File: src/shared/mdl_defines.svh
/*
  Opcode patterns, operand-byte select codes and clock counts for the
  multiply, divide, adjust, extend, shift and logic instruction decoder.
  Assumes the includer works at the processor clock.
*/
`ifndef MDL_DEFINES_SVH
`define MDL_DEFINES_SVH

// Opcode patterns (upper bits or all of the opcode byte) and the adjust base byte
`define MDL_OPC_GRP3     7'b1111011
`define MDL_OPC_IMULI    6'b011010
`define MDL_OPC_AAM      8'hd4
`define MDL_OPC_AAD      8'hd5
`define MDL_ADJ_BASE     8'h0a
`define MDL_OPC_CBW      8'h98
`define MDL_OPC_CWD      8'h99
`define MDL_OPC_SH1      7'b1101000
`define MDL_OPC_SHCL     7'b1101001
`define MDL_OPC_SHIMM    7'b1100000
`define MDL_OPC_ANDRM    6'b001000
`define MDL_OPC_ANDACC   7'b0010010
`define MDL_OPC_ORRM     6'b000010
`define MDL_OPC_ORACC    7'b0000110
`define MDL_OPC_IMMGRP   7'b1000000
`define MDL_OPC_TESTRM   7'b1000010
`define MDL_OPC_TESTACC  7'b1010100

// Operand byte fields
`define MDL_MOD_REG      2'b11
`define MDL_SEL_TEST     3'b000
`define MDL_SEL_OR       3'b001
`define MDL_SEL_AND      3'b100
`define MDL_SEL_SIGNED_MULTIPLY     3'b101
`define MDL_SEL_DIV      3'b110
`define MDL_SEL_SIGNED_QUOTIENT_OP     3'b111

// Clock counts
`define MDL_SIGNED_MULTIPLY_RB_LO   10'h019
`define MDL_SIGNED_MULTIPLY_RB_HI   10'h01c
`define MDL_SIGNED_MULTIPLY_RW_LO   10'h022
`define MDL_SIGNED_MULTIPLY_RW_HI   10'h025
`define MDL_SIGNED_MULTIPLY_MB_LO   10'h01f
`define MDL_SIGNED_MULTIPLY_MB8_LO  10'h020
`define MDL_SIGNED_MULTIPLY_MB_HI   10'h022
`define MDL_SIGNED_MULTIPLY_MW_LO   10'h028
`define MDL_SIGNED_MULTIPLY_MW_HI   10'h02b
`define MDL_IMULI_R_LO   10'h016
`define MDL_IMULI_R_HI   10'h019
`define MDL_IMULI_M_LO   10'h01d
`define MDL_IMULI_M_HI   10'h020
`define MDL_DIV_RB       10'h01d
`define MDL_DIV_RW       10'h026
`define MDL_DIV_MB       10'h023
`define MDL_DIV_MW       10'h02c
`define MDL_SIGNED_QUOTIENT_OP_RB_LO   10'h02c
`define MDL_SIGNED_QUOTIENT_OP_RB_HI   10'h034
`define MDL_SIGNED_QUOTIENT_OP_RW_LO   10'h035
`define MDL_SIGNED_QUOTIENT_OP_RW_HI   10'h03d
`define MDL_SIGNED_QUOTIENT_OP_MB_LO   10'h032
`define MDL_SIGNED_QUOTIENT_OP_MB_HI   10'h03a
`define MDL_SIGNED_QUOTIENT_OP_MW_LO   10'h03b
`define MDL_SIGNED_QUOTIENT_OP_MW_HI   10'h043
`define MDL_AAM_CYC      10'h013
`define MDL_AAD_CYC      10'h00f
`define MDL_CBW_CYC      10'h002
`define MDL_CWD_CYC      10'h004
`define MDL_SH1_R        10'h002
`define MDL_SH1_M        10'h00f
`define MDL_SHN_R        10'h005
`define MDL_SHN_M        10'h011
`define MDL_LOG_R        10'h003
`define MDL_LOG_M        10'h00a
`define MDL_LOGI_R       10'h004
`define MDL_LOGI_M       10'h010
`define MDL_ACC_B        10'h003
`define MDL_ACC_W        10'h004
`define MDL_TESTI_R      10'h004
`define MDL_TESTI_M      10'h00a
`define MDL_BUS8_EXTRA   10'h004

`endif

File: src/shared/mdl_pkg.sv
/*
  Types for the instruction decoder: operation, form and decoded record.
  Assumes mdl_defines.svh supplies the numeric constants.
*/
package mdl_pkg;
  typedef logic [9:0] mdl_cyc_t;

  typedef enum logic [4:0] {
    OP_NONE, OP_GRP3, OP_GRP1, OP_SIGNED_MULTIPLY, OP_IMULI, OP_DIV, OP_SIGNED_QUOTIENT_OP,
    OP_AAM, OP_AAD, OP_CBW, OP_CWD, OP_SHIFT1, OP_SHIFTCL,
    OP_SHIFTIMM, OP_AND, OP_OR, OP_TEST
  } mdl_op_e;

  typedef enum logic [1:0] {FM_NONE, FM_RM, FM_IMM, FM_ACC} mdl_form_e;

  typedef struct packed {
    mdl_op_e   op;
    mdl_form_e form;
    logic      word;
    logic      to_reg;
    logic      mem;
    logic [2:0] shift_op_select;
  } mdl_uop_s;
endpackage : mdl_pkg

File: src/design/mdl_decoder.sv
/*
  Decoder and sequencer for one instruction group: multiply, divide,
  ascii adjust, sign extend, shift/rotate, AND, TEST and OR.
  Assumes instruction bytes arrive on a valid/ready byte port synchronous
  to ref_clk; the count register value is supplied by the register file.
*/
`timescale 1ns/10ps
`default_nettype none
`include "mdl_defines.svh"

// Functional notes
// - Group opcode with select 101 is signed multiply, 25-28/34-37/31-34 (32-34 on the eight-bit bus)/40-43.
// - Opcode 011010s1 multiplies by immediate, 22-25 reg, 29-32 memory.
// - Group opcode with select 110 is unsigned divide, 29/38/35/44 clocks.
// - Group opcode with select 111 is signed divide, 44-52/53-61/50-58/59-67.
// - Bytes d4 then 0a adjust after product in 19 clocks.
// - Bytes d5 then 0a adjust before quotient in 15 clocks.
// - Opcode 98 extends byte accumulator to word in 2 clocks.
// - Opcode 99 extends word accumulator to double in 4 clocks.
// - Opcode 1101000w shifts by one, 2 register / 15 memory.
// - Opcode 1101001w shifts by count register, 5+n / 17+n.
// - Opcode 1100000w shifts by immediate count byte, 5+n / 17+n.
// - Shift op select 000 picks the first shift operation.
// - AND decodes rm 3/10, immediate select 100 4/16, accumulator 3/4.
// - TEST rm form 1000010w updates flags only, 3/10 clocks.
// - Group opcode select 000 tests against immediate, 4/10 clocks.
// - Opcode 1010100w tests accumulator against immediate, 3/4 clocks.
// - OR decodes rm 3/10, immediate select 001 4/16, accumulator 3/4.
// - Eight-bit bus adds 4 clocks per word memory transfer of multiply, divide, AND, TEST and OR; none for shifts or immediate multiply.
module mdl_decoder (
  // Clock and reset
  input  wire logic             ref_clk,
  input  wire logic             rst_b,
  // Configuration and operands
  input  wire logic             bus8,
  input  wire logic [7:0]       count_register,
  input  wire logic [3:0]       var_cycles,
  // Instruction byte stream
  input  wire logic             in_valid,
  input  wire logic [7:0]       in_byte,
  output logic                  in_ready,
  // Execution status
  output logic                  busy,
  output logic                  done,
  output logic                  illegal,
  output mdl_pkg::mdl_uop_s     uop,
  output mdl_pkg::mdl_cyc_t     cycles
);
  import mdl_pkg::*;

  typedef enum logic [2:0] {ST_OPC, ST_MODRM, ST_IMM, ST_LOAD, ST_EXEC}
    mdl_state_e;

  mdl_state_e state;
  mdl_state_e next_state;
  mdl_uop_s   opc_uop;
  mdl_uop_s   sel_uop;
  logic       imm_narrow;
  logic [1:0] imm_left;
  logic [7:0] shift_n;
  mdl_cyc_t   cnt;
  mdl_cyc_t   run_len;
  logic       take;

  // Pick a figure within a data-dependent range
  function automatic mdl_cyc_t rng(input mdl_cyc_t lo, input mdl_cyc_t hi,
                                   input logic [3:0] v);
    mdl_cyc_t sp;
    sp = hi - lo;
    rng = lo + ((mdl_cyc_t'(v) > sp) ? sp : mdl_cyc_t'(v));
  endfunction : rng

  // Classify the opcode byte
  function automatic mdl_uop_s dec_opc(input logic [7:0] b);
    mdl_uop_s u;
    u = '0;
    u.word = b[0];
    if (b[7:1] == `MDL_OPC_GRP3) begin
      u.op = OP_GRP3; u.form = FM_RM;
    end else if (b[7:2] == `MDL_OPC_IMULI && b[0]) begin
      u.op = OP_IMULI; u.form = FM_RM; u.word = 1'b1; u.to_reg = 1'b1;
    end else if (b == `MDL_OPC_AAM) begin
      u.op = OP_AAM; u.word = 1'b0;
    end else if (b == `MDL_OPC_AAD) begin
      u.op = OP_AAD; u.word = 1'b0;
    end else if (b == `MDL_OPC_CBW) begin
      u.op = OP_CBW; u.word = 1'b0;
    end else if (b == `MDL_OPC_CWD) begin
      u.op = OP_CWD; u.word = 1'b1;
    end else if (b[7:1] == `MDL_OPC_SH1) begin
      u.op = OP_SHIFT1; u.form = FM_RM;
    end else if (b[7:1] == `MDL_OPC_SHCL) begin
      u.op = OP_SHIFTCL; u.form = FM_RM;
    end else if (b[7:1] == `MDL_OPC_SHIMM) begin
      u.op = OP_SHIFTIMM; u.form = FM_RM;
    end else if (b[7:2] == `MDL_OPC_ANDRM) begin
      u.op = OP_AND; u.form = FM_RM; u.to_reg = b[1];
    end else if (b[7:1] == `MDL_OPC_ANDACC) begin
      u.op = OP_AND; u.form = FM_ACC; u.to_reg = 1'b1;
    end else if (b[7:2] == `MDL_OPC_ORRM) begin
      u.op = OP_OR; u.form = FM_RM; u.to_reg = b[1];
    end else if (b[7:1] == `MDL_OPC_ORACC) begin
      u.op = OP_OR; u.form = FM_ACC; u.to_reg = 1'b1;
    end else if (b[7:1] == `MDL_OPC_IMMGRP) begin
      u.op = OP_GRP1; u.form = FM_IMM;
    end else if (b[7:1] == `MDL_OPC_TESTRM) begin
      u.op = OP_TEST; u.form = FM_RM;
    end else if (b[7:1] == `MDL_OPC_TESTACC) begin
      u.op = OP_TEST; u.form = FM_ACC;
    end
    dec_opc = u;
  endfunction : dec_opc

  // Resolve the operand byte: memory flag, select field, group operation
  function automatic mdl_uop_s dec_sel(input mdl_uop_s u,
                                       input logic [7:0] m);
    mdl_uop_s r;
    r = u;
    r.mem = (m[7:6] != `MDL_MOD_REG);
    r.shift_op_select = m[5:3];
    if (u.op == OP_GRP3) begin
      unique case (m[5:3])
        `MDL_SEL_TEST: begin r.op = OP_TEST; r.form = FM_IMM; end
        `MDL_SEL_SIGNED_MULTIPLY: r.op = OP_SIGNED_MULTIPLY;
        `MDL_SEL_DIV:  r.op = OP_DIV;
        `MDL_SEL_SIGNED_QUOTIENT_OP: r.op = OP_SIGNED_QUOTIENT_OP;
        default:       r.op = OP_NONE;
      endcase
    end else if (u.op == OP_GRP1) begin
      unique case (m[5:3])
        `MDL_SEL_AND: r.op = OP_AND;
        `MDL_SEL_OR:  r.op = OP_OR;
        default:      r.op = OP_NONE;
      endcase
    end
    dec_sel = r;
  endfunction : dec_sel

  // Immediate bytes that follow the operand byte, or the opcode byte in accumulator forms
  function automatic logic [1:0] imm_count(input mdl_uop_s u,
                                           input logic narrow);
    if (u.op == OP_IMULI)
      imm_count = narrow ? 2'h1 : 2'h2;
    else if (u.op == OP_SHIFTIMM)
      imm_count = 2'h1;
    else if (u.form == FM_IMM || u.form == FM_ACC)
      imm_count = u.word ? 2'h2 : 2'h1;
    else
      imm_count = 2'h0;
  endfunction : imm_count

  // Clock count for a fully decoded instruction
  function automatic mdl_cyc_t calc_cycles(input mdl_uop_s u,
                                           input logic [7:0] n,
                                           input logic [3:0] v,
                                           input logic b8);
    mdl_cyc_t c;
    logic [1:0] xfer;
    c = '0;
    xfer = 2'h0;
    unique case (u.op)
      OP_SIGNED_MULTIPLY: begin
        xfer = 2'h1;
        if (u.mem)
          c = u.word ? rng(`MDL_SIGNED_MULTIPLY_MW_LO, `MDL_SIGNED_MULTIPLY_MW_HI, v)
            : rng(b8 ? `MDL_SIGNED_MULTIPLY_MB8_LO : `MDL_SIGNED_MULTIPLY_MB_LO,
                  `MDL_SIGNED_MULTIPLY_MB_HI, v);
        else
          c = u.word ? rng(`MDL_SIGNED_MULTIPLY_RW_LO, `MDL_SIGNED_MULTIPLY_RW_HI, v)
            : rng(`MDL_SIGNED_MULTIPLY_RB_LO, `MDL_SIGNED_MULTIPLY_RB_HI, v);
      end
      OP_IMULI: c = u.mem ? rng(`MDL_IMULI_M_LO, `MDL_IMULI_M_HI, v)
                   : rng(`MDL_IMULI_R_LO, `MDL_IMULI_R_HI, v);
      OP_DIV: begin
        xfer = 2'h1;
        c = u.mem ? (u.word ? `MDL_DIV_MW : `MDL_DIV_MB)
          : (u.word ? `MDL_DIV_RW : `MDL_DIV_RB);
      end
      OP_SIGNED_QUOTIENT_OP: begin
        xfer = 2'h1;
        if (u.mem)
          c = u.word ? rng(`MDL_SIGNED_QUOTIENT_OP_MW_LO, `MDL_SIGNED_QUOTIENT_OP_MW_HI, v)
            : rng(`MDL_SIGNED_QUOTIENT_OP_MB_LO, `MDL_SIGNED_QUOTIENT_OP_MB_HI, v);
        else
          c = u.word ? rng(`MDL_SIGNED_QUOTIENT_OP_RW_LO, `MDL_SIGNED_QUOTIENT_OP_RW_HI, v)
            : rng(`MDL_SIGNED_QUOTIENT_OP_RB_LO, `MDL_SIGNED_QUOTIENT_OP_RB_HI, v);
      end
      OP_AAM:   c = `MDL_AAM_CYC;
      OP_AAD:   c = `MDL_AAD_CYC;
      OP_CBW:   c = `MDL_CBW_CYC;
      OP_CWD:   c = `MDL_CWD_CYC;
      OP_SHIFT1: c = u.mem ? `MDL_SH1_M : `MDL_SH1_R;
      OP_SHIFTCL, OP_SHIFTIMM:
        c = (u.mem ? `MDL_SHN_M : `MDL_SHN_R) + mdl_cyc_t'(n);
      OP_AND, OP_OR: begin
        if (u.form == FM_ACC)
          c = u.word ? `MDL_ACC_W : `MDL_ACC_B;
        else if (u.form == FM_IMM) begin
          c = u.mem ? `MDL_LOGI_M : `MDL_LOGI_R;
          xfer = 2'h2;
        end else begin
          c = u.mem ? `MDL_LOG_M : `MDL_LOG_R;
          xfer = u.to_reg ? 2'h1 : 2'h2;
        end
      end
      OP_TEST: begin
        xfer = 2'h1;
        if (u.form == FM_ACC)
          c = u.word ? `MDL_ACC_W : `MDL_ACC_B;
        else if (u.form == FM_IMM)
          c = u.mem ? `MDL_TESTI_M : `MDL_TESTI_R;
        else
          c = u.mem ? `MDL_LOG_M : `MDL_LOG_R;
      end
      default: c = '0;
    endcase
    if (b8 && u.word && u.mem && xfer != 2'h0)
      c = c + `MDL_BUS8_EXTRA;
    if (b8 && u.word && u.mem && xfer == 2'h2)
      c = c + `MDL_BUS8_EXTRA;
    calc_cycles = c;
  endfunction : calc_cycles

  assign take    = in_valid && in_ready;
  assign opc_uop = dec_opc(in_byte);
  assign sel_uop = dec_sel(uop, in_byte);

  // Next state
  always_comb begin
    next_state = state;
    unique case (state)
      ST_OPC: if (take) begin
        if (opc_uop.op == OP_NONE)
          next_state = ST_OPC;
        else if (opc_uop.op == OP_CBW || opc_uop.op == OP_CWD)
          next_state = ST_LOAD;
        else if (opc_uop.form == FM_ACC)
          next_state = ST_IMM;
        else
          next_state = ST_MODRM;
      end
      ST_MODRM: if (take) begin
        if (uop.op == OP_AAM || uop.op == OP_AAD)
          next_state = (in_byte == `MDL_ADJ_BASE) ? ST_LOAD : ST_OPC;
        else if (sel_uop.op == OP_NONE)
          next_state = ST_OPC;
        else if (imm_count(sel_uop, imm_narrow) != 2'h0)
          next_state = ST_IMM;
        else
          next_state = ST_LOAD;
      end
      ST_IMM:  if (take && imm_left == 2'h1) next_state = ST_LOAD;
      ST_LOAD: next_state = ST_EXEC;
      ST_EXEC: if (cnt == '0) next_state = ST_OPC;
    endcase
  end

  // State and byte handshake
  always_ff @(posedge ref_clk) begin
    if (!rst_b) begin
      state    <= ST_OPC;
      in_ready <= 1'b0;
    end else begin
      state    <= next_state;
      in_ready <= (next_state == ST_OPC) || (next_state == ST_MODRM)
               || (next_state == ST_IMM);
    end
  end

  // Decoded record, immediate tracking and shift count
  always_ff @(posedge ref_clk) begin
    if (!rst_b) begin
      uop        <= '0;
      imm_narrow <= 1'b0;
      imm_left   <= 2'h0;
      shift_n    <= 8'h00;
    end else if (take) begin
      unique case (state)
        ST_OPC: begin
          uop        <= opc_uop;
          imm_narrow <= in_byte[1];
          imm_left   <= imm_count(opc_uop, in_byte[1]);
          shift_n    <= 8'h00;
        end
        ST_MODRM: if (uop.op != OP_AAM && uop.op != OP_AAD) begin
          uop      <= sel_uop;
          imm_left <= imm_count(sel_uop, imm_narrow);
          if (uop.op == OP_SHIFTCL)
            shift_n <= count_register;
        end
        ST_IMM: begin
          imm_left <= imm_left - 2'h1;
          if (uop.op == OP_SHIFTIMM)
            shift_n <= in_byte;
        end
        default: ;
      endcase
    end
  end

  // Execution timing
  always_ff @(posedge ref_clk) begin
    if (!rst_b) begin
      cycles <= '0;
      cnt    <= '0;
      busy   <= 1'b0;
      done   <= 1'b0;
    end else if (state == ST_LOAD) begin
      cycles <= calc_cycles(uop, shift_n, var_cycles, bus8);
      cnt    <= calc_cycles(uop, shift_n, var_cycles, bus8) - 10'h001;
      busy   <= 1'b1;
      done   <= 1'b0;
    end else if (state == ST_EXEC) begin
      cnt  <= cnt - 10'h001;
      busy <= (cnt != '0);
      done <= (cnt == 10'h001);
    end else begin
      done <= 1'b0;
    end
  end

  // Rejected byte sequences
  always_ff @(posedge ref_clk) begin
    if (!rst_b)
      illegal <= 1'b0;
    else
      illegal <= take && ((state == ST_OPC && opc_uop.op == OP_NONE)
        || (state == ST_MODRM && ((uop.op == OP_AAM || uop.op == OP_AAD)
          ? (in_byte != `MDL_ADJ_BASE) : (sel_uop.op == OP_NONE))));
  end

  // Busy run length for checking
  always_ff @(posedge ref_clk) begin
    if (!rst_b)
      run_len <= '0;
    else
      run_len <= busy ? run_len + 10'h001 : '0;
  end

  property p_run_len;
    @(posedge ref_clk) disable iff (!rst_b)
      done |-> busy && run_len == cycles - 10'h001 ##1 !busy;
  endproperty
  a_run_len: assert property (p_run_len)
    else $error("busy length differs from cycle count");

  property p_signed_multiply_rb;
    @(posedge ref_clk) disable iff (!rst_b)
      done && uop.op == OP_SIGNED_MULTIPLY && !uop.mem && !uop.word
        |-> cycles >= `MDL_SIGNED_MULTIPLY_RB_LO && cycles <= `MDL_SIGNED_MULTIPLY_RB_HI;
  endproperty
  a_signed_multiply_rb: assert property (p_signed_multiply_rb)
    else $error("signed multiply byte count out of range");

  property p_imuli_reg;
    @(posedge ref_clk) disable iff (!rst_b)
      done && uop.op == OP_IMULI && !uop.mem
        |-> cycles >= `MDL_IMULI_R_LO && cycles <= `MDL_IMULI_R_HI;
  endproperty
  a_imuli_reg: assert property (p_imuli_reg)
    else $error("immediate multiply count out of range");

  property p_div_rw;
    @(posedge ref_clk) disable iff (!rst_b)
      done && uop.op == OP_DIV && !uop.mem && uop.word
        |-> cycles == `MDL_DIV_RW;
  endproperty
  a_div_rw: assert property (p_div_rw)
    else $error("unsigned divide word count wrong");

  property p_signed_quotient_op_rb;
    @(posedge ref_clk) disable iff (!rst_b)
      done && uop.op == OP_SIGNED_QUOTIENT_OP && !uop.mem && !uop.word
        |-> cycles >= `MDL_SIGNED_QUOTIENT_OP_RB_LO && cycles <= `MDL_SIGNED_QUOTIENT_OP_RB_HI;
  endproperty
  a_signed_quotient_op_rb: assert property (p_signed_quotient_op_rb)
    else $error("signed divide byte count out of range");

  property p_aam;
    @(posedge ref_clk) disable iff (!rst_b)
      done && uop.op == OP_AAM |-> run_len == `MDL_AAM_CYC - 10'h001;
  endproperty
  a_aam: assert property (p_aam)
    else $error("adjust after product not 19 clocks");

  property p_aad;
    @(posedge ref_clk) disable iff (!rst_b)
      done && uop.op == OP_AAD |-> cycles == `MDL_AAD_CYC;
  endproperty
  a_aad: assert property (p_aad)
    else $error("adjust before quotient not 15 clocks");

  property p_cbw;
    @(posedge ref_clk) disable iff (!rst_b)
      $rose(busy) && uop.op == OP_CBW |-> !done ##1 done ##1 !busy;
  endproperty
  a_cbw: assert property (p_cbw)
    else $error("byte extend not 2 clocks");

  property p_cwd;
    @(posedge ref_clk) disable iff (!rst_b)
      $rose(busy) && uop.op == OP_CWD |-> busy[*4] ##1 !busy;
  endproperty
  a_cwd: assert property (p_cwd)
    else $error("word extend not 4 clocks");

  property p_shift_cl;
    @(posedge ref_clk) disable iff (!rst_b)
      done && uop.op == OP_SHIFTCL && !uop.mem
        |-> cycles == `MDL_SHN_R + mdl_cyc_t'(shift_n);
  endproperty
  a_shift_cl: assert property (p_shift_cl)
    else $error("shift by count register timing wrong");

  property p_bus8_word;
    @(posedge ref_clk) disable iff (!rst_b)
      done && bus8 && uop.op == OP_DIV && uop.mem && uop.word
        |-> cycles == `MDL_DIV_MW + `MDL_BUS8_EXTRA;
  endproperty
  a_bus8_word: assert property (p_bus8_word)
    else $error("eight-bit bus word penalty missing");

endmodule : mdl_decoder
`default_nettype wire

File: config.mk
export PLATFORM = sky130hd
export DESIGN_NAME = mdl_decoder
export DESIGN_NICKNAME = d
export VERILOG_FILES = /design/src/shared/mdl_pkg.sv /design/src/design/mdl_decoder.sv
export VERILOG_INCLUDE_DIRS = /design/src /design/src/shared
export SDC_FILE = /design/constraint.sdc
export NUM_CORES = 1
export LEC_CHECK = 0
export BUFFER_PORTS_ARGS = -buffer_cell sky130_fd_sc_hd__buf_2
export CAP_MARGIN = 0
export CORE_ASPECT_RATIO = 1.75
export CORE_MARGIN = 5
export CORE_UTILIZATION = 25
export CTS_BUF_LIST = sky130_fd_sc_hd__clkbuf_4 sky130_fd_sc_hd__clkbuf_8 sky130_fd_sc_hd__clkbuf_16
export CTS_CLUSTER_DIAMETER = 60
export DETAILED_ROUTE_END_ITERATION = 10
export HOLD_SLACK_MARGIN = 0.05
export PLACE_DENSITY = 0.39
export RECOVER_POWER = 25
export SKIP_LAST_GASP = 1
export SYNTH_ARGS = -nofsm -noshare
export SYNTH_HDL_FRONTEND = slang
export SYNTH_SLANG_ARGS = --single-unit
File: constraint.sdc
create_clock -name ref_clk -period 6.5 [get_ports ref_clk]
set_clock_uncertainty 0.2 [all_clocks]
set_input_delay 1.3 -clock ref_clk [delete_from_list [all_inputs] [get_ports ref_clk]]
set_output_delay 1.3 -clock ref_clk [all_outputs]
set_load 0.1 [all_outputs]
Word level (Yosys, flattened, before mapping)

Cells that the tools add are included.

Add/subtract/negate cells: 17
Order comparisons: 3
Eq/ne operators: 66
Multiplexer cells: 120
Bitwise operators: 3
Reductions and logical operators: 39

Operators with widths:

| operator                | count |
|---|---|
| $mux W10                | 18 |
| $pmux W10 S12           | 1 |
| $mux W7                 | 11 |
| $mux W2                 | 33 |
| $eq A5 B4 Y1 const B    | 12 |
| $add A6 B10 Y10 const A | 5 |
| $mux W5                 | 10 |
| $eq A7 B7 Y1 const B    | 7 |
| $eq A8 B8 Y1 const B    | 4 |
| $mux W4                 | 8 |
| $eq A5 B3 Y1 const B    | 6 |
| $pmux W13 S2            | 1 |
| $mux W8                 | 3 |
| $pmux W8 S3             | 1 |
| $add A10 B3 Y10 const B | 2 |
| $add A5 B10 Y10 const A | 2 |
| $pmux W5 S4             | 1 |
| $sub A10 B1 Y10 const B | 2 |
| $mux W1                 | 19 |
| $mux W6                 | 3 |
| $eq A3 B3 Y1 const B    | 5 |
| $mux W3                 | 5 |
| $pmux W3 S5             | 1 |
| $eq A2 B2 Y1 const B    | 7 |
| 46 further kinds        | 81 |

Flip-flop bits (word level): 51
Input port bits: 24
Output and inout port bits: 27
Logic and storage cells: 264

Depth between registers and ports, before layout

Gate-level depths: netlist (run 1).

Depth in word-level cells: 26
Gate-level depth with buffers: 24
Mapped depth without buffers: 23

Worst setup path before layout (run 1)

Ideal clock, no wire load.

Kind: input to register
From: in bus8
To: reg cnt[9]
Library setup time: 103 ps
Data arrival time: 5310 ps
Data required time: 6197 ps
Setup slack: 887 ps
Stages on the path: 24
Path buffers: 1
Cell sequence: inv_1 > ha_1 > nor3b_1 > nor3_1 > mux2i_1 > ha_1 > inv_1 > fa_1 > nor2b_1 > nor4_1 > o21bai_1 > o211ai_1 > or2_2 > buf_4 > ha_1 > mux2i_4 > inv_1 > ha_1 > nand2_1 > xor2_1 > xnor2_1 > nor3_2 > a41oi_1 > a2111oi_2

Longest elaborated chain between the ends: 20
Elaborated cells on any way between the ends: 24
Those cells by class: 5 x add/sub; 1 x order compare; 14 x mux; 4 x reduce/logical

Ends and longest elaborated chain:

| element                          | line               | RTL |
|---|---|---|
| start: declaration               | mdl_decoder.sv:35  | `input wire logic bus8,` |
| $mux W6 (no source line)         | -                  |  |
| $sub A6 B6 Y7                    | mdl_decoder.sv:69  | `sp = hi - lo;` |
| $gt A4 B10 Y1                    | mdl_decoder.sv:70  | `rng = lo + ((mdl_cyc_t'(v) > sp) ? sp : mdl_cyc_t'(v));` |
| $mux W10                         | mdl_decoder.sv:70  |  |
| $add A6 B10 Y10                  | mdl_decoder.sv:70  |  |
| $mux W10                         | mdl_decoder.sv:165 | `` c = u.word ? rng(`MDL_SIGNED_MULTIPLY_MW_LO, `MDL_SIGNED_MULTIPLY_MW_HI, v) `` |
| $mux W10                         | mdl_decoder.sv:164 | `if (u.mem)` |
| $pmux W10 S12                    | mdl_decoder.sv:161 | `unique case (u.op)` |
| [... 4 more ...]                 | -                  |  |
| $mux W10                         | mdl_decoder.sv:308 | `end else if (state == ST_LOAD) begin` |
| $mux W10                         | mdl_decoder.sv:303 | `if (!rst_b) begin` |
| $add A10 B3 Y10 (no source line) | -                  |  |
| $mux W10 (*)                     | mdl_decoder.sv:219 | `if (b8 && u.word && u.mem && xfer == 2'h2)` |
| $mux W10 (*)                     | mdl_decoder.sv:308 |  |
| $mux W10 (*)                     | mdl_decoder.sv:303 |  |
| $sub A10 B1 Y10 (*)              | mdl_decoder.sv:310 | `cnt <= calc_cycles(uop, shift_n, var_cycles, bus8) - 10'h001;` |
| $mux W10 (*)                     | mdl_decoder.sv:308 |  |
| end signal: assignment           | mdl_decoder.sv:310 |  |
| end signal: assignment           | mdl_decoder.sv:314 | `cnt <= cnt - 10'h001;` |
| end: declaration                 | mdl_decoder.sv:61  | `mdl_cyc_t cnt;` |

Every way passes the cells marked *; elsewhere a longest branch is shown, timed or not. The select of a mux whose other input is x is not followed.
A chain may end at the register's enable or synchronous reset.

Worst setup path in the final report (run 1)

Same ends and word-level chain as after synthesis.

==> out/results.ini, run 1 <==
[floorplanning]
core_region_area_sq_um = 19600
die_w_microns = 116
die_footprint_sq_um = 22800
start_util_pct = 25.2
ioPinCount = 51
fp-row-count = 68
floorplan.die.height_microns = 196

[layout]
share_of_final_layout_standard_cells_stronger_than_drive_strength_1_pct = 11.1
syn2layout_area_growth_pct = 11.2
stdcell_count = 929
diodes = 0
num-nets-final = 741

[sta]
setup-violations-final = 0
setup_tns_ps = 0
finalHoldViolations = 0
timing_max_transition_violations_final = 0
finalWorstPathRequiredPeriod_ps = 5930
layout_worst_path_cycle_share_pct = 91.3
slew_headroom_pct = 19.7
rsz0062_at_grt = false
fmax_ghz = 0.169
max_slew.worst_pin.slew_ps = 1210

[clock_tree]
cts-hold-fix-buffers = 0
tritoncts = done
clk_path_buf_depth = 2
post_cts_buffers = 0
htree_levels = 2
numCtsBuffers = 5
cts_repair_resize_count = 0
cts-root-buf = clkbuf_16
clock_sinks = 51
worstSkewPairLatency_ps = 300
clk_pin_slew_ps = 70

[synth]
yosys-mux-area-fraction_pct = 1.70
ys_seq_elements = 51
synth_xor_xnor_area_share_pct = 4.79
synth_compound_gate_area_share_pct = 28.3
synth_adder_area_share_pct = 8.52
syn-mean-instance-area_sq_um = 7.48
synth-simple-area-share_pct = 29.5
number_of_enable_flip_flop_cells_after_synthesis = 0
post_syn_area_sq_um = 4940
netlist.top_cell.by_area = dfxtp_1
postSynth.asyncResetShare_pct = 0
yosys.area.top_type_share_pct = 20.7
main_combinational_cell_family_by_area_after_synthesis = simple AND/OR/NAND/NOR gates
synth.top_cells.by_area = dfxtp_1 (21%), ha_1 (8.1%), nor2_1 (4.4%), a21oi_1 (4.2%), nand2_1 (4.0%)
synthFlopType = dfxtp_1
synthesis.yosys.warnings = 0
netlist_instances = 660
yosysUniqueCellTypes = 84
seq_area_frac_synth_pct = 20.7

[setup_path]
setup.worst_path.class = in -> reg
critical-path-max-stage-delay_ps = 380
crit_fanout = 7
arrival_time_worst_endpoint_ps = 5930
worstReg2RegEnd = cnt[9]
worst_r2r_path_depth = 15
critPathMostFrequentCell = ha_1
timing.rr.start = uop[10]
timing.critical_path.cells = buf_2 -> inv_1 -> ha_1 -> nor3b_1 -> nor3_1 -> mux2i_1 -> ha_1 -> inv_1 -> fa_1 -> nor2b_1 -> nor4_1 -> o21bai_1 -> o211ai_1 -> or2_2 -> ha_1 -> mux2i_4 -> inv_1 -> ha_1 -> nand2_1 -> xor2_1 -> xnor2_1 -> nor3_2 -> a41oi_1 -> a2111oi_2
start_kind = primary input
worst_setup_path_end_kind = flop
cp_data_required_time_ps = 6500
reg2reg_slack_ps = 1920
cp_slowest_cell = fa_1

[status]
outcome = finished, final reports clean

[pwr]
power-per-cell-area_nw_per_um2 = 160
ir_worst_vdd_v = 0.0000882
p_leak_nw = 2.11

[place]
dp.final_hpwl_microns = 13500
globalplace.congestion = 0.899
place.port_buffers = 50
placed_cells_incl_taps = 922

[hold_path]
min_to = cycles[7]
cell_count_of_the_worst_hold_path = 2
hold_class = reg -> reg
hold_path_startpoint = cycles[7]

[routing]
dr.max_layer_used = met4
wl_met1_microns = 6840
drt-pass1-iter-count = 5
met3_wirelength_microns = 454
drc = 0
num_vias = 4990
antenna_left = 0
detail_route.wirelength_microns = 17300
dr_wl_met2_microns = 9520
drt-wirelength-per-cell_microns = 18.7
drt_iter0_markers = 161
post_drt_via_cell_ratio = 5.37

[grt]
grt.overflow.total = 0
grt_max_degree = 34
grt_util_all_layers_pct = 15.4
initial_antenna_violation_count = 0
via_count_of_the_first_global_routing_pass = 5021
grt_pass1_wl_microns = 27600

[job]
max_cap_viol_count = 0

cells in the final DEF (no fill, tap or decap), types with 5 or more instances in the layout:
cell type  netlist  final
clkbuf_1        29     14
nand2_1         53     53
clkbuf_16        0      5
o22ai_1          6      6
buf_4            3      9
nand4_1          8      8
xor2_1           8      8
nor3_1          32     32
inv_1           24     24
a21o_1           6      6
and3_1           6      6
nand3_1         22     22
o211ai_1         8      8
a31oi_1          7      7
a21oi_1         41     41
nor4_1           6      6
o21ai_0         31     31
dfxtp_1         51     51
a221oi_1        12     12
a211oi_1         9      9
nand2b_1        15     15
mux2i_1          5      5
or4_1            7      7
a22oi_1          9      9
xnor2_1         19     19
buf_2           14     36
nor2_1          58     58
or3_1            8      8
nor2b_1         21     21
o21a_1           8      8
and2_1           7      7
o211a_1          5      5
conb_1           2      8
ha_1            32     32
synthesized netlist by cell type (all sizes together) (4+ instances only):
master   instances
o21a             8
o22ai            6
a2111oi          8
ha              32
and2             9
o211ai           8
dfxtp           51
o2111ai          5
nand2b          15
o21ai           33
nor2            58
nand3           22
nand4b           4
and3             6
nor2b           21
a22oi            9
a21o             6
or4              8
clkbuf          29
nor4             7
a311oi           4
nand4            8
a21oi           42
xnor2           19
xor2             8
a211oi           9
inv             24
nor3            34
o211a            5
a31oi            7
or3              8
nand2           53
a221oi          12
or2              5
buf             19
mux2i            6
routing by layer:
layer  vias to the layer above  GRT usage [%]
met5                         -              0
met4                         0           5.76
met3                        27           1.39
met1                      2379           17.3
li1                       2487              -
met2                        97           29.1
report_power, final:
part,total (mW),switching (mW),internal (mW)
combinational,0.270,0.180,0.0903
clock,0.268,0.127,0.141
sequential,0.343,0.0201,0.323
logic make-up (layout without fill, tap and decap cells):
logic type	count (synthesis)	after routing
adders and majority gates	33	33
DFF	51	51
buffers and inverters	74	92
muxes	7	7
and+or+nand+nor	273	273
other	2	8
AOI/OAI and AO/OA	193	193
xor gates and xnor gates	27	27
layout make-up:
cell class	count	area (sq um)
fill	2207	14100
multi-input combinational	541	3620
timing repair buffer	59	300
clock inverter	2	13.8
sequential	51	1020
clock buffer	5	125
inverter	26	97.6
tap	245	307
critical path, delay by kind of cell:
kind	cells	cell delay [ps]
adders and majority gates	5	1420
and+or+nand+nor	7	1330
AOI/OAI and AO/OA	4	700
buffers and inverters	4	430
muxes	2	400
xor gates and xnor gates	2	340
sequential cells by signal, indices dropped and copies added, names as in the netlist, named ones only:
signal,cells
imm_narrow,1
busy,1
uop,11
cycles,10
state,3
cnt,10
illegal,1
imm_left,2
in_ready,1
shift_n,8
done,1
stage by stage:
| step | utilization (%) | power, mW | setup slack [ps] | instance area [sq um] | hold WS [ps] |
|---|---|---|---|---|---|
| global route | 28.0 | 0.930 | 109 | 5490 | 285 |
| CTS | 28.1 | 0.896 | 545 | 5510 | 256 |
| floorplan | - | 0.543 | 887 | 4960 | 250 |
| finish | 28.0 | 0.881 | 566 | 5490 | 257 |
| global placement | 27.4 | 0.621 | 387 | 5370 | 240 |
| detailed placement | 27.4 | 0.620 | 227 | 5370 | 246 |
how the worst max path moves through the flow:
stage               from      to  depth (start not counted)
finish              bus8  cnt[9]                         24
global route        bus8  cnt[9]                         24
CTS                 bus8  cnt[9]                         24
detailed placement  bus8  cnt[9]                         24
global placement    bus8  cnt[9]                         24
floorplan           bus8  cnt[9]                         24
Power figures use the tool's default switching activity.
==> inputs of run 2 (changes only) <==
--- a/config.mk
+++ b/config.mk
@@ -6,6 +6,7 @@
 export SDC_FILE = /design/constraint.sdc
 export NUM_CORES = 1
 export LEC_CHECK = 0
+export ABC_AREA = 1
 export BUFFER_PORTS_ARGS = -buffer_cell sky130_fd_sc_hd__buf_2
 export CAP_MARGIN = 0
 export CORE_ASPECT_RATIO = 1.75
==> out/results.ini, run 2 <==
[status]
outcome = finished, final reports clean

[setup_path]
timing.rr.start = uop[8]
critical-path-max-stage-delay_ps = 380
reg2reg_slack_ps = 2830
arrival_time_worst_endpoint_ps = 5320
worstReg2RegEnd = cnt[7]
start_kind = primary input
timing.critical_path.buf_inv = 6
cp_data_required_time_ps = 6440
worst_setup_path_end_kind = flop
crit_family = simple AND/OR/NAND/NOR gates
worst_r2r_path_depth = 20
cp_slowest_cell = fa_1
crit_fanout = 9
setup.worst_path.class = in -> reg
critPathMostFrequentCell = nand2_1

[clock_tree]
cts-root-buf = clkbuf_16
cts_repair_resize_count = 0
numCtsBuffers = 5
tritoncts = done
clk_pin_slew_ps = 80
worstSkewPairLatency_ps = 310
clock_sinks = 51
cts-hold-fix-buffers = 0
clk_path_buf_depth = 2
post_cts_buffers = 0
htree_levels = 2

[floorplanning]
fp-row-count = 68
ioPinCount = 51
core_region_area_sq_um = 19700
floorplan.die.height_microns = 197
start_util_pct = 25.4
die_w_microns = 117
die_footprint_sq_um = 23100

[job]
max_cap_viol_count = 0

[layout]
multi_input_comb_area_sq_um = 3490
reg_with_most_ffs = uop
num-nets-final = 931
reg_top3 = uop (11), cnt (10), cycles (10)
syn2layout_area_growth_pct = 13.3
final.fill_count = 2308
final_cell_mix = nand2_1 (198), nor2_1 (109), inv_1 (102)
largest_register_ff_count = 11
share_of_final_layout_standard_cells_stronger_than_drive_strength_1_pct = 13.4
seqCellArea_sq_um = 1020
layout.cells.most_common = nand2_1
diodes = 0

[grt]
grt.overflow.total = 0
grt_pass1_wl_microns = 28900
initial_antenna_violation_count = 0
via_count_of_the_first_global_routing_pass = 5451
grt_max_degree = 30
grt_util_all_layers_pct = 15.9

[place]
place.port_buffers = 50
dp.final_hpwl_microns = 14100
globalplace.congestion = 0.887

[routing]
drc = 0
drt-wirelength-per-cell_microns = 15.8
num_vias = 5375
post_drt_via_cell_ratio = 4.80
drt-pass1-iter-count = 5
antenna_left = 0
detail_route.wirelength_microns = 17700
drt_iter0_markers = 256

[sta]
setup_tns_ps = 0
layout_worst_path_cycle_share_pct = 82.7
timing.hold.ws_ps = 242
max_slew.worst_pin.slew_ps = 1450
finalWorstPathRequiredPeriod_ps = 5380
fmax_ghz = 0.186
finalHoldViolations = 0
setup-violations-final = 0
timing_max_transition_violations_final = 0
slew_headroom_pct = 3.63
rsz0062_at_grt = false

[pwr]
switchingPower_mw = 0.468
p_leak_nw = 2.82
power-per-cell-area_nw_per_um2 = 193
comb_power_share_pct = 38.5
power_report.internal_total_mw = 0.633
power.share.switching_pct = 42.5
ir_worst_vdd_v = 0.000101
pwr-share-clk_pct = 29.5
share_seq_of_total_power_pct = 32.0

[synth]
synthesis.yosys.warnings = 0
synthFlopType = dfxtp_1
netlist_instances = 829
syn-mean-instance-area_sq_um = 6.06
ys_seq_elements = 51
synth_commonest_cells = nand2_1 (198), nor2_1 (109), inv_1 (102), nand3_1 (73), dfxtp_1 (51)
post_syn_area_sq_um = 5020
netlist.top_cell.by_area = dfxtp_1
yosys.area.top_type_share_pct = 20.3
seq_area_frac_synth_pct = 20.3
postSynth.asyncResetShare_pct = 0
number_of_enable_flip_flop_cells_after_synthesis = 0
synth.top_cells.by_area = dfxtp_1 (20%), nand2_1 (15%), nor2_1 (8.2%), ha_1 (8.0%), inv_1 (7.6%)
yosys.cell_count.top_type = nand2_1
yosysUniqueCellTypes = 42

[hold_path]
hold_class = reg -> reg
min_to = cycles[9]
cell_count_of_the_worst_hold_path = 2
hold_path_startpoint = cycles[9]

run 2: changes by cell type after synthesis, moves of 17 or more:
cell | before | now
nor3_1 | 32 | 8
nor2_1 | 58 | 109
nand2_1 | 53 | 198
xnor2_1 | 19 | 0
nand3_1 | 22 | 73
clkbuf_1 | 29 | 12
nor2b_1 | 21 | 0
inv_1 | 24 | 102
run 2: final cells by class:
cell class	instances	area share [%]
multi-input combinational	647	61.3
sequential	51	17.9
inverter	112	7.39
tap	245	5.39
timing repair buffer	57	4.95
clock buffer	5	2.20
clock inverter	3	0.836
run 2: worst max-delay path by stage:
stage	start	to	slack (ps)	depth (start not counted)
after floorplan	bus8	cnt[7]	1360	31
after detailed placement	bus8	cnt[9]	800	31
after global routing	bus8	cnt[6]	690	31
after global placement	bus8	cnt[9]	850	31
final	bus8	cnt[7]	1120	32
after CTS	bus8	cnt[9]	1110	31
run 2: power by group through the flow:
stage               Combinational, mW  Sequential, mW  Clock (mW)
floorplan                       0.264           0.413           0
global placement                0.432           0.360           0
detailed placement              0.428           0.360           0
CTS                             0.430           0.353       0.340
global route                    0.477           0.356       0.348
finish                          0.424           0.352       0.325
run 2: per-layer routing:
| layer | part of all wire, % | GRT usage [%] | vias up |
|---|---|---|---|
| met4 | 3.3 | 6.29 | 0 |
| li1 | - | - | 2815 |
| met5 | 0 | 0 | - |
| met1 | 41 | 18.2 | 2436 |
| met3 | 2.3 | 1.13 | 30 |
| met2 | 53 | 29.9 | 94 |
run 2: worst min-delay path, cell delays in order, from the launching register on:
cell     delay (ps)
dfxtp_1         310
nand2_1          60
nor2_1           30
run 2: stage by stage:
step	setup slack, ps	cells	power (mW)	utilization, %	cell area [sq um]
finish	1120	1120	1.10	28.8	5690
global route	689	1120	1.18	28.8	5690
CTS	1110	1120	1.12	28.9	5710
detailed placement	797	1112	0.788	28.1	5540
global placement	846	1112	0.792	28.1	5540
floorplan	1360	835	0.676	-	5040
run 2: logic make-up (layout without fill, tap and decap cells):
family	count (synthesis)	count (layout)	share of synthesized area, %
buffers and inverters	137	177	10.7
AO/OA/AOI/OAI	144	144	17.8
adder cells (fa/ha/maj)	33	33	8.37
AND/OR/NAND/NOR	458	458	41.9
flip-flops	51	51	20.3
XOR/XNOR	4	4	0.698
other	2	8	0.150
==> inputs of run 3 (changes only) <==
--- a/config.mk
+++ b/config.mk
@@ -16,7 +16,7 @@
 export CTS_CLUSTER_DIAMETER = 60
 export DETAILED_ROUTE_END_ITERATION = 10
 export HOLD_SLACK_MARGIN = 0.05
-export PLACE_DENSITY = 0.39
+export PLACE_DENSITY = 0.41
 export RECOVER_POWER = 25
 export SKIP_LAST_GASP = 1
 export SYNTH_ARGS = -nofsm -noshare
==> constraint.sdc (replaced) <==
create_clock -name ref_clk -period 4.9 [get_ports ref_clk]
set_clock_uncertainty 0.2 [all_clocks]
set_input_delay 0.98 -clock ref_clk [delete_from_list [all_inputs] [get_ports ref_clk]]
set_output_delay 0.98 -clock ref_clk [all_outputs]
set_load 0.1 [all_outputs]
==> out/results.ini, run 3 (synthesis results as in run 2) <==
[status]
outcome = finished, final reports clean

[clock_tree]
cts-hold-fix-buffers = 0
tritoncts = done
numCtsBuffers = 5
worstSkewPairLatency_ps = 300
cts-root-buf = clkbuf_16
cts_repair_resize_count = 0
clk_path_buf_depth = 2
post_cts_buffers = 0
clock_sinks = 51
clk_pin_slew_ps = 80
htree_levels = 2

[routing]
dr.max_layer_used = met4
num_vias = 5504
drt-pass1-iter-count = 4
drt-wirelength-per-cell_microns = 15.6
wl_met1_microns = 7130
post_drt_via_cell_ratio = 4.85
met3_wirelength_microns = 379
drt_iter0_markers = 214
drc = 0
antenna_left = 0
dr_wl_met2_microns = 9650
detail_route.wirelength_microns = 17700

[setup_path]
worst_setup_path_end_kind = flop
start_kind = primary input
crit_fanout = 3
critPathMostFrequentCell = nand2_1
cp_data_required_time_ps = 4940
critical-path-max-stage-delay_ps = 330
arrival_time_worst_endpoint_ps = 4550
reg2reg_slack_ps = 1310
crit_end = cnt[9]
worstReg2RegEnd = cnt[9]
setup.worst_path.class = in -> reg
timing.critical_path.from = bus8
timing.rr.start = uop[8]
worst_r2r_path_depth = 19
cp_slowest_cell = fa_2

[hold_path]
hold_path_startpoint = cycles[9]
hold_class = reg -> reg

[layout]
reg_with_most_ffs = uop
diodes = 0
syn2layout_area_growth_pct = 15.8
final_cell_mix = nand2_1 (198), nor2_1 (109), inv_1 (102)
reg_top3 = uop (11), cnt (10), cycles (10)
num-nets-final = 946
largest_register_ff_count = 11
layout.cells.most_common = nand2_1
share_of_final_layout_standard_cells_stronger_than_drive_strength_1_pct = 15.2

[job]
max_cap_viol_count = 0

[sta]
finalWorstPathRequiredPeriod_ps = 4510
finalHoldViolations = 0
timing.hold.ws_ps = 243
post_route_worst_setup_slack_ps = 391
fmax_ghz = 0.222
max_slew.worst_pin.slew_ps = 1300
timing_max_transition_violations_final = 0
layout_worst_path_cycle_share_pct = 92.0
rsz0062_at_grt = false
slew_headroom_pct = 13.2
setup-violations-final = 0

[place]
dpl_worst_slack_ps = -73.4
place.port_buffers = 50
dp.final_hpwl_microns = 14300
globalplace.congestion = 0.887

[floorplanning]
die_w_microns = 117
die_footprint_sq_um = 23100
floorplan.die.height_microns = 197
core_region_area_sq_um = 19700
ioPinCount = 51
fp-row-count = 68
start_util_pct = 25.4

[grt]
grt_pass1_wl_microns = 29000
grt_util_all_layers_pct = 15.8
initial_antenna_violation_count = 0
grt.overflow.total = 0
via_count_of_the_first_global_routing_pass = 5659
grt_max_degree = 30

[pwr]
ir_worst_vdd_v = 0.000136
power-per-cell-area_nw_per_um2 = 247
p_leak_nw = 2.88

run 3: cell count changes in the layout (fill, tap and decap cells not counted), sizes merged:
cell	delta
clkinvlp	+1
buf	+15
bufinv	-1
run 3: worst max-delay path, delay by kind of cell:
family / cells / cell delay (ps)
simple gates: 18 / 1670
compound gates: 2 / 180
buf+inv: 6 / 380
fa+ha+maj: 5 / 1330
run 3: report_power, final:
part / internal (mW) / total (mW) / switching [mW] / leakage [nW]
clock network: 0.195 / 0.379 / 0.185 / 0.0719
logic: 0.176 / 0.589 / 0.413 / 2.39
registers: 0.440 / 0.468 / 0.0277 / 0.415
total: 0.811 / 1.44 / 0.626 / 2.88
run 3: worst min-delay path by stage:
stage,end,depth (start not counted)
after floorplan,imm_left[1],2
after global placement,cycles[9],2
after CTS,cycles[9],2
after detailed placement,cycles[9],2
final,cycles[9],2
after global routing,uop[1],2
run 3: per-stage QoR:
stage	std cells	util [%]	TNS, ps	cell area (sq um)	total power [mW]
after global routing	1135	29.4	0	5810	1.54
after floorplan	835	-	0	5040	0.897
after global placement	1127	28.6	-110	5650	1.07
after detailed placement	1127	28.6	-249	5650	1.06
after CTS	1135	29.4	0	5800	1.45
final	1135	29.4	0	5810	1.44
run 3: metal layers:
metal / up-vias / global-route usage, %
met5: - / 0
met4: 0 / 6.59
met3: 30 / 1.20
met2: 105 / 30.2
met1: 2524 / 17.3
li1: 2845 / -
run 3: cell type report:
type	count	area (sq um)
clock buffers	5	125
clock inverters	3	27.5
fillers	2327	13900
inverters	112	420
multi-input cells	647	3510
flip-flops and latches	51	1020
well taps	245	307
repair buffers	72	397
